$ cat config.mk
export PLATFORM = sky130hd
export DESIGN_NAME = imef_top
export DESIGN_NICKNAME = d
export VERILOG_FILES = /design/src/rtl/imef_pkg.sv /design/src/rtl/imef_top.sv
export SDC_FILE = /design/constraint.sdc
export NUM_CORES = 1
export LEC_CHECK = 0
export BUFFER_PORTS_ARGS = -buffer_cell sky130_fd_sc_hd__buf_2
export CAP_MARGIN = 10
export CELL_PAD_IN_SITES_DETAIL_PLACEMENT = 1
export CELL_PAD_IN_SITES_GLOBAL_PLACEMENT = 1
export CORE_MARGIN = 1.5
export CORE_UTILIZATION = 42
export CTS_CLUSTER_SIZE = 10
export DETAILED_ROUTE_END_ITERATION = 12
export PLACE_DENSITY = 0.84
export SETUP_SLACK_MARGIN = 0.15
export SYNTH_ARGS = -nofsm -noshare
export SYNTH_HDL_FRONTEND = slang
export SYNTH_SLANG_ARGS = --single-unit
export TNS_END_PERCENT = 10
$ cat constraint.sdc
create_clock -name clk_sys -period 2.6 [get_ports clk_sys]
set_input_delay 0.13 -clock clk_sys [delete_from_list [all_inputs] [get_ports clk_sys]]
set_output_delay 0.13 -clock clk_sys [all_outputs]
set_load 0.05 [all_outputs]
$ cat src/rtl/imef_pkg.sv
package imef_pkg;

  // ----------------------------------------
  // Register map
  // ----------------------------------------
  localparam int          ADDR_W         = 12;
  localparam int          DATA_W         = 32;
  localparam int          EVT_N          = 6;
  localparam logic [11:0] OFS_TASK_RX    = 12'h000;
  localparam logic [11:0] OFS_TASK_TX    = 12'h008;
  localparam logic [11:0] OFS_TASK_STOP  = 12'h014;
  localparam logic [11:0] OFS_TASK_SUSP  = 12'h01c;
  localparam logic [11:0] OFS_TASK_RES   = 12'h020;
  localparam logic [11:0] OFS_RX_MAX     = 12'h600;
  localparam logic [11:0] OFS_STATE      = 12'h604;
  localparam logic [11:0] OFS_IRQ_STAT   = 12'h608;
  localparam logic [11:0] OFS_IRQ_MASK   = 12'h60c;

  // Event flag order: index into the flag array
  localparam int          EV_STOPPED     = 0;
  localparam int          EV_ERROR       = 1;
  localparam int          EV_SUSPENDED   = 2;
  localparam int          EV_RX_STARTED  = 3;
  localparam int          EV_TX_STARTED  = 4;
  localparam int          EV_LAST_RX     = 5;
  localparam logic [11:0] EVT_OFS [EVT_N] = '{
    12'h104, 12'h124, 12'h148, 12'h14c, 12'h150, 12'h15c
  };
  localparam logic [2:0]  EVT_NONE       = 3'h7;

  // ----------------------------------------
  // Reset values
  // ----------------------------------------
  localparam logic [15:0] RX_MAX_RST     = 16'h0001;
  localparam logic [EVT_N-1:0] FLAG_RST  = 6'h00;

  typedef enum {
    IMEF_IDLE, IMEF_RX_WAIT, IMEF_RX, IMEF_TX_WAIT, IMEF_TX, IMEF_SUSP
  } imef_state_t;

  // Events reported by the bit engine, same clock
  typedef struct packed {
    logic seq_begin;
    logic byte_bnd;
    logic byte_done;
    logic stopped;
    logic error;
  } imef_core_t;

  // Task pulses and the held pause level towards the bit engine
  typedef struct packed {
    logic start_rx;
    logic start_tx;
    logic stop;
    logic pause;
  } imef_task_t;

endpackage

$ cat src/rtl/imef_top.sv
// Overview of operation
// Suspended flag sets when last byte finishes shifting after suspend request.
// While suspended, all bus traffic stays paused until resume arrives; a stopped event from the engine also releases pause here.
// Receive-started flag sets when receive sequence begins after start task.
// Last-receive flag sets at boundary where final buffer byte starts.
// Software issues stop only when not suspended; stop there is ignored.
// Each event register: bit 0, resets 0, sets on event, write 0 clears.
`timescale 1ns/10ps
`default_nettype none

module imef_top
  import imef_pkg::*;
(
  input  wire logic              clk_sys,
  input  wire logic              sys_rst,
  input  wire logic [ADDR_W-1:0] reg_addr,
  input  wire logic [DATA_W-1:0] reg_wdata,
  input  wire logic              reg_wr,
  input  wire logic              reg_rd,
  output var  logic [DATA_W-1:0] reg_rdata,
  input  wire imef_core_t        core_evt,
  output var  imef_task_t        core_task,
  output var  logic              irq
);

  // ----------------------------------------
  // Decoding
  // ----------------------------------------
  function automatic logic [2:0] evt_index(input logic [ADDR_W-1:0] a);
    logic [2:0] idx;
    idx = EVT_NONE;
    for (int i = 0; i < EVT_N; i++) begin
      if (a == EVT_OFS[i]) begin
        idx = 3'(i);
      end
    end
    return idx;
  endfunction

  // Tasks fire only on a one in bit 0
  function automatic logic task_hit(input logic              wr,
                                    input logic [ADDR_W-1:0] a,
                                    input logic [DATA_W-1:0] d,
                                    input logic [ADDR_W-1:0] ofs);
    return wr && (a == ofs) && d[0];
  endfunction

  logic             wr_rx;
  logic             wr_tx;
  logic             wr_stop;
  logic             wr_susp;
  logic             wr_res;
  logic             wr_max;
  logic             wr_ist;
  logic             wr_imask;
  logic [2:0]       wr_idx;
  logic [2:0]       rd_idx;

  always_comb begin
    wr_rx    = task_hit(reg_wr, reg_addr, reg_wdata, OFS_TASK_RX);
    wr_tx    = task_hit(reg_wr, reg_addr, reg_wdata, OFS_TASK_TX);
    wr_stop  = task_hit(reg_wr, reg_addr, reg_wdata, OFS_TASK_STOP);
    wr_susp  = task_hit(reg_wr, reg_addr, reg_wdata, OFS_TASK_SUSP);
    wr_res   = task_hit(reg_wr, reg_addr, reg_wdata, OFS_TASK_RES);
    wr_max   = reg_wr && (reg_addr == OFS_RX_MAX);
    wr_ist   = reg_wr && (reg_addr == OFS_IRQ_STAT);
    wr_imask = reg_wr && (reg_addr == OFS_IRQ_MASK);
    wr_idx   = reg_wr ? evt_index(reg_addr) : EVT_NONE;
    rd_idx   = evt_index(reg_addr);
  end

  // ----------------------------------------
  // Receive buffer length
  // ----------------------------------------
  // Zero disables the last-byte event
  logic [15:0]      rx_max_r;
  logic [15:0]      rx_max_nxt;
  logic             rx_len_ok;

  always_comb begin
    rx_max_nxt = rx_max_r;
    if (wr_max) begin
      rx_max_nxt = reg_wdata[15:0];
    end
    rx_len_ok = rx_max_r != 16'h0000;
  end

  always_ff @(posedge clk_sys) begin
    if (sys_rst) begin
      rx_max_r <= RX_MAX_RST;
    end else begin
      rx_max_r <= rx_max_nxt;
    end
  end

  // ----------------------------------------
  // Sequencer
  // ----------------------------------------
  imef_state_t      state_r;
  imef_state_t      state_nxt;
  logic             dir_rx_r;
  logic             dir_rx_nxt;
  logic             susp_req_r;
  logic             susp_req_nxt;
  logic [15:0]      rx_cnt_r;
  logic [15:0]      rx_cnt_nxt;
  logic [EVT_N-1:0] hit;

  always_comb begin
    state_nxt    = state_r;
    dir_rx_nxt   = dir_rx_r;
    susp_req_nxt = susp_req_r;
    rx_cnt_nxt   = rx_cnt_r;
    hit          = '0;
    case (state_r)
      IMEF_IDLE: begin
        if (wr_rx) begin
          state_nxt  = IMEF_RX_WAIT;
          dir_rx_nxt = 1'b1;
          rx_cnt_nxt = '0;
        end else if (wr_tx) begin
          state_nxt  = IMEF_TX_WAIT;
          dir_rx_nxt = 1'b0;
        end
      end
      IMEF_RX_WAIT: begin
        if (core_evt.seq_begin) begin
          state_nxt = IMEF_RX;
          hit[EV_RX_STARTED] = 1'b1;
        end
      end
      IMEF_TX_WAIT: begin
        if (core_evt.seq_begin) begin
          state_nxt = IMEF_TX;
          hit[EV_TX_STARTED] = 1'b1;
        end
      end
      IMEF_RX, IMEF_TX: begin
        if (wr_susp) begin
          susp_req_nxt = 1'b1;
        end
        if (state_r == IMEF_RX && core_evt.byte_bnd) begin
          rx_cnt_nxt = rx_cnt_r + 16'h0001;
          if (rx_len_ok && rx_cnt_r == rx_max_r - 16'h0001) begin
            hit[EV_LAST_RX] = 1'b1;
          end
        end
        // Suspend only lands once the byte in flight is out
        if ((susp_req_r || wr_susp) && core_evt.byte_done) begin
          state_nxt    = IMEF_SUSP;
          susp_req_nxt = 1'b0;
          hit[EV_SUSPENDED] = 1'b1;
        end
      end
      IMEF_SUSP: begin
        // Stop here is unsupported and simply dropped
        if (wr_res) begin
          state_nxt = dir_rx_r ? IMEF_RX : IMEF_TX;
        end
      end
      default: begin
        state_nxt = IMEF_IDLE;
      end
    endcase
    if (core_evt.stopped) begin
      state_nxt    = IMEF_IDLE;
      susp_req_nxt = 1'b0;
      hit[EV_STOPPED] = 1'b1;
    end
    if (core_evt.error) begin
      hit[EV_ERROR] = 1'b1;
    end
  end

  always_ff @(posedge clk_sys) begin
    if (sys_rst) begin
      state_r    <= IMEF_IDLE;
      dir_rx_r   <= 1'b0;
      susp_req_r <= 1'b0;
      rx_cnt_r   <= '0;
    end else begin
      state_r    <= state_nxt;
      dir_rx_r   <= dir_rx_nxt;
      susp_req_r <= susp_req_nxt;
      rx_cnt_r   <= rx_cnt_nxt;
    end
  end

  // ----------------------------------------
  // Task outputs
  // ----------------------------------------
  imef_task_t       task_nxt;

  always_comb begin
    task_nxt.start_rx = wr_rx && state_r == IMEF_IDLE;
    task_nxt.start_tx = wr_tx && !wr_rx && state_r == IMEF_IDLE;
    task_nxt.stop     = wr_stop && state_r != IMEF_SUSP;
    // From next state, so pause rises with the suspended flag
    task_nxt.pause    = state_nxt == IMEF_SUSP;
  end

  always_ff @(posedge clk_sys) begin
    if (sys_rst) begin
      core_task <= '0;
    end else begin
      core_task <= task_nxt;
    end
  end

  // ----------------------------------------
  // Event flags
  // ----------------------------------------
  // Hardware set wins over a software clear in the same cycle
  logic [EVT_N-1:0] flag_r;
  logic [EVT_N-1:0] flag_nxt;

  for (genvar g = 0; g < EVT_N; g++) begin : g_flag
    always_comb begin
      flag_nxt[g] = flag_r[g];
      if (wr_idx == 3'(g)) begin
        flag_nxt[g] = reg_wdata[0];
      end
      if (hit[g]) begin
        flag_nxt[g] = 1'b1;
      end
    end
  end

  always_ff @(posedge clk_sys) begin
    if (sys_rst) begin
      flag_r <= FLAG_RST;
    end else begin
      flag_r <= flag_nxt;
    end
  end

  // ----------------------------------------
  // Interrupt
  // ----------------------------------------
  logic [EVT_N-1:0] ist_r;
  logic [EVT_N-1:0] ist_nxt;
  logic [EVT_N-1:0] imask_r;
  logic [EVT_N-1:0] imask_nxt;
  logic             irq_nxt;

  always_comb begin
    ist_nxt   = ist_r;
    imask_nxt = imask_r;
    if (wr_ist) begin
      ist_nxt = ist_r & ~reg_wdata[EVT_N-1:0];
    end
    if (wr_imask) begin
      imask_nxt = reg_wdata[EVT_N-1:0];
    end
    ist_nxt = ist_nxt | hit;
    // Next-state values, so irq rises with the flag
    irq_nxt = |(ist_nxt & imask_nxt);
  end

  always_ff @(posedge clk_sys) begin
    if (sys_rst) begin
      ist_r   <= '0;
      imask_r <= '0;
      irq     <= 1'b0;
    end else begin
      ist_r   <= ist_nxt;
      imask_r <= imask_nxt;
      irq     <= irq_nxt;
    end
  end

  // ----------------------------------------
  // Read port
  // ----------------------------------------
  // Unmapped and write-only task addresses read as zero
  // Zero outside the read slot keeps stale data off the bus
  logic [DATA_W-1:0] rdata_nxt;

  always_comb begin
    rdata_nxt = '0;
    if (reg_rd) begin
      if (rd_idx != EVT_NONE) begin
        rdata_nxt[0] = flag_r[rd_idx];
      end else begin
        case (reg_addr)
          OFS_RX_MAX:   rdata_nxt[15:0] = rx_max_r;
          OFS_STATE:    rdata_nxt[2:0]  = 3'(state_r);
          OFS_IRQ_STAT: rdata_nxt[EVT_N-1:0] = ist_r;
          OFS_IRQ_MASK: rdata_nxt[EVT_N-1:0] = imask_r;
          default:      rdata_nxt = '0;
        endcase
      end
    end
  end

  always_ff @(posedge clk_sys) begin
    if (sys_rst) begin
      reg_rdata <= '0;
    end else begin
      reg_rdata <= rdata_nxt;
    end
  end

endmodule

`default_nettype wire

# After elaboration in Yosys (flattened, before gate mapping)
# Cells that the tools add are included.
[op_classes]
n_addsub = 2
n_lt_le_gt_ge = 1
eq_ne = 31
mux = 52
n_bitwise = 6
reduce_logical = 45
[ops]
columns = ["op", "count"]
rows = [
  ["two-way mux 32 bit", 7],
  ["case mux 32 bit (5 select lines)", 1],
  ["== test 32 x 3 -> 1 bit (second input constant)", 3],
  ["== test 12 x 9 -> 1 bit (second input constant)", 6],
  ["== test 32 x 2 -> 1 bit (second input constant)", 2],
  ["logical NOT 32 bit", 2],
  ["== test 12 x 11 -> 1 bit (second input constant)", 4],
  ["== test 32 x 1 -> 1 bit (second input constant)", 1],
  ["== test 32 x 4 -> 1 bit (second input constant)", 1],
  ["two-way mux 16 bit", 2],
  ["!= test 32 x 4 -> 1 bit (second input constant)", 1],
  ["case mux 16 bit (2 select lines)", 1],
  ["two-way mux 1 bit", 28],
  ["== test 12 x 5 -> 1 bit (second input constant)", 2],
  ["two-way mux 3 bit", 8],
  ["logical AND 1 bit", 20],
  ["nonzero test 2 bit", 9],
  ["adder 16 x 1 -> 16 bit (second input constant)", 1],
  ["== test 16 bit", 1],
  ["nonzero test 16 bit", 1],
  ["subtractor 16 x 1 -> 16 bit (second input constant)", 1],
  ["bitwise AND 6 bit", 2],
  ["== test 12 x 4 -> 1 bit (second input constant)", 1],
  ["== test 12 x 6 -> 1 bit (second input constant)", 1],
  ["other kinds (23)", 31],
]
[word_totals]
reg_bits = 121
in_bits = 53
output_inout_bits = 37
wordCells = 158

# Longest topological paths before layout
[logic_depth]
word_depth = 11
ltp_mapped = 9
ltp_nobuf = 8

# Worst setup path after synthesis
# No wires, ideal clock.
[synth_path]
kind = "register to register"
start = "register rx_max_r[0]"
end = "register flag_r[5]"
t_arrival_ns = 2.190
required_ns = 2.530
slack_ns = 0.340
stages_incl_launch_ff = 9
n_path_buf = 0
period_less_slack_ns = 2.260
cell_sequence = "dfxtp_1 -> inv_1 -> ha_1 -> or4b_2 -> or4_1 -> a32oi_1 -> and4_1 -> nand4_2 -> a21oi_1"
[synth_via]
elab_chain_len = 7
[synth_rtl]
columns = ["element", "line_no", "source"]
rows = [
  ["from (decl)", "imef_top.sv:76", "logic [15:0] rx_max_r;"],
  ["from (signal assigned)", "imef_top.sv:92", "rx_max_r <= rx_max_nxt;"],
  ["subtractor 16 x 1 -> 16 bit", "imef_top.sv:144", "if (rx_len_ok && rx_cnt_r == rx_max_r - 16'h0001) begin"],
  ["== test 16 bit", "imef_top.sv:144", ""],
  ["logical AND 1 bit (*)", "imef_top.sv:144", ""],
  ["two-way mux 1 bit (*)", "imef_top.sv:144", ""],
  ["two-way mux 1 bit (*)", "imef_top.sv:142", "if (state_r == IMEF_RX && core_evt.byte_bnd) begin"],
  ["two-way mux 1 bit (*)", "imef_top.sv:115", "case (state_r)"],
  ["two-way mux 1 bit or nonzero test 2 bit (tied branches)", "--", ""],
  ["to (signal assigned)", "imef_top.sv:233", "flag_r <= flag_nxt;"],
  ["to (decl)", "imef_top.sv:214", "logic [EVT_N-1:0] flag_r;"],
]
# Mark *: on every way between the ends. The rest lies on a longest branch, timed or not.
# A chain may end at the register's enable or synchronous reset.

# Worst setup path in the final report
# Same ends and word-level chain as after synthesis.

==> metrics.cfg <==
[logic_synthesis]
yosysUniqueCellTypes=69
ys.flop_type=dfxtp_1
synth_compound_area_frac=0.134
synth_fa_ha_area_frac=0.00758
async_flop_share=0
synthMuxAreaShare=0.0419
synth-edff-count=0
synth_xor_area_frac=0.0389
syn_inst=562
synth-seq-cells=105
synth_top_family_by_area=simple AND/OR/NAND/NOR gates
synth_simple_gate_area_frac=0.293
yosysWarningCount=0
yosysSeqAreaShare=0.424
syn_area_per_cell_um2=8.81
netlist_area_mm2=0.00495

[critical_path]
path_cells=buf_4 -> or4_1 -> or4_1 -> a21o_1 -> a22oi_4 -> nand4_2 -> a21oi_1
worstSetupEndpointType=flip-flop
crit_required_ns=2.90
crit_type=flip-flop to flip-flop
crit_arrival_ns=2.65
critPathMaxFanout=5
cp_slowest_cell=or4_1
start_kind=flip-flop
max_stage_delay_ns=0.55
path_common_cell=or4_1

[clocking]
cts_root_buf=clkbuf_16
cts_sinks=105
cts_buffers=9
clock_path_buffers=2
h-tree-depth=3
clk_latency_ns=0.36
cts_tree=yes
clkTransAtPathRegs_ns=0.08

[pwr]
vdd_drop_max_v=0.000784
leakage_uw=0.00228
power_density_mw_per_mm2=541

[die]
die_h_um=112
die_area_mm2=0.0125
core-area_mm2=0.0115
chipWidth_um=112
rows=39
num_io_pins=90
start_util=0.432

[routing]
wl_um=14600
final_antenna_net_count=0
drc=0
wire_per_inst_um=18.1
via_per_inst=5.69
drt-initial-drc-count=338
vias=4584
drtPass1Iterations=5

[finish]
multi_input_area_mm2=0.00276
utilization=0.514
areaGrowthSynthToFinish_pct=19.1
nets=714
antenna_cells=0
final_layout_size_suffix_gt1_frac=0.198
fillers=1399
seq_area_mm2=0.00210

[place]
port-buffer-count=57
place_congestion=0.850
hpwlAfterDp_um=10900

[worst_hold_path]
min_path_type=input port to flip-flop

[timing]
fmax_ghz=0.425
fin_crit_sh=0.905
setup_violations=0
rsz0062_at_grt=true
timing.hold.ws_ns=0.0141
hold_viol=0
slew_headroom=0.634
fin_worst_skew_ns=0.0111
final.setup.tns_ns=0
period_needed_ns=2.35
worstMarginPinSlew_ns=0.542
drv_slew=0

[outcome]
status=finished clean

[global_route]
grt_pass1_vias=4736
grt_usage=0.242
grt_first_pass_wirelength_um=23800
grt_max_degree=35
antenna_found_initial=0
grt-ovfl-total=0

[job]
cap_violations=0

-- cells in the mapped netlist, types with 14 or more instances --
cell type / n / area share
nand4_1: 16 / 0.020
a21oi_1: 47 / 0.047
nand3_1: 17 / 0.017
dfxtp_1: 105 / 0.42
and2_1: 18 / 0.023
mux2i_1: 14 / 0.028
nor2_1: 37 / 0.028
nor3_1: 15 / 0.015
o21ai_0: 15 / 0.015
nand2_1: 57 / 0.043
nor4_1: 14 / 0.018
buf_4: 16 / 0.024
or3_1: 16 / 0.020
clkbuf_1: 21 / 0.016
-- cells in the final DEF, fill, tap and decap left out, types with 4 or more instances in the layout --
| cell type | Yosys | final |
|---|---|---|
| dfxtp_1 | 105 | 104 |
| nand2_1 | 57 | 57 |
| buf_2 | 8 | 57 |
| a21oi_1 | 47 | 47 |
| conb_1 | 1 | 45 |
| nor2_1 | 37 | 37 |
| buf_4 | 16 | 30 |
| and2_1 | 18 | 18 |
| nand3_1 | 17 | 17 |
| or3_1 | 16 | 16 |
| nand4_1 | 16 | 16 |
| nor3_1 | 15 | 15 |
| o21ai_0 | 15 | 15 |
| mux2i_1 | 14 | 14 |
| nor4_1 | 14 | 13 |
| xnor2_1 | 11 | 11 |
| xor2_1 | 11 | 11 |
| inv_1 | 11 | 9 |
| clkbuf_16 | 0 | 9 |
| or4_1 | 8 | 8 |
| a31oi_1 | 6 | 6 |
| nor2b_1 | 6 | 6 |
| and4_1 | 5 | 4 |
| and3_1 | 4 | 4 |
| a211oi_1 | 4 | 4 |
| nand3b_1 | 4 | 4 |
-- through the flow --
stage	setup slack, ns	area (um2)	std cells	total power (uW)
2_1_floorplan	0.340	5120	606	1820
3_3_place_gp	0.193	5550	788	1860
3_5_place_dp	0.130	5550	788	1870
4_1_cts	0.163	5860	805	3220
5_1_grt	0.127	5900	806	3300
6_report	0.247	5900	806	3190
-- report_power, final --
group	switching (uW)	leakage [uW]	internal, uW
Clock	675	0.000143	681
Sequential	10.2	0.000858	1640
Combinational	138	0.00127	51.0
Total	823	0.00228	2370
-- worst max-delay path: cells and delay by family, from the launching register on --
family,cells,cell delay (ns)
buffers and inverters,1,0.16
AOI/OAI and AO/OA,3,0.60
and+or+nand+nor,3,1.19
DFF,1,0.34
-- cells by family after synthesis --
| group | count (synthesis) |
|---|---|
| other cells | 1 |
| mux | 17 |
| xor+xnor | 22 |
| compound gates | 103 |
| fa+ha+maj | 3 |
| buf+inv | 58 |
| flops | 105 |
| simple gates | 253 |
-- layout make-up --
cell class | instances | share of cell area
clock buffers | 9 | 0.0382
multi-input cells | 443 | 0.468
clock inverters | 7 | 0.0115
well taps | 143 | 0.0303
inverters | 11 | 0.00700
repair buffers | 88 | 0.0883
flip-flops and latches | 105 | 0.357
-- final timing paths --
check / slack [ns] / from / to / cells past startpoint
hold reg to reg: 0.49 / ist_r[5] / ist_r[5] / 2
hold / removal: 0.01 / reg_wdata[7] / rx_max_r[7] / 3
setup reg to reg: 0.25 / rx_max_r[0] / flag_r[5] / 7
setup / recovery: 0.25 / rx_max_r[0] / flag_r[5] / 7
-- flip-flops by register name, indices dropped and copies added (netlist names) --
| signal | cells |
|---|---|
| dir_rx_r | 1 |
| state_r | 32 |
| susp_req_r | 1 |
| rx_cnt_r | 16 |
| reg_rdata | 16 |
| irq | 1 |
| rx_max_r | 16 |
| flag_r | 6 |
| ist_r | 6 |
| core_task | 4 |
| imask_r | 6 |
-- layer usage --
| layer | vias up | wire length [um] | global-route usage |
|---|---|---|---|
| li1 | 2163 | - | - |
| met3 | 34 | 866 | 0.0626 |
| met1 | 2243 | 5960 | 0.283 |
| met4 | 0 | 411 | 0.0954 |
| met2 | 144 | 7340 | 0.423 |
| met5 | - | 0 | 0 |
-- repair_timing --
item,CTS,global route
setup buffers,0,1
pin swaps,0,2
endpoints found under the setup margin,3,14
gates resized for setup,3,7
hold buffers,1,0
endpoints found under the hold margin,1,0
Power figures use the tool's default switching activity.
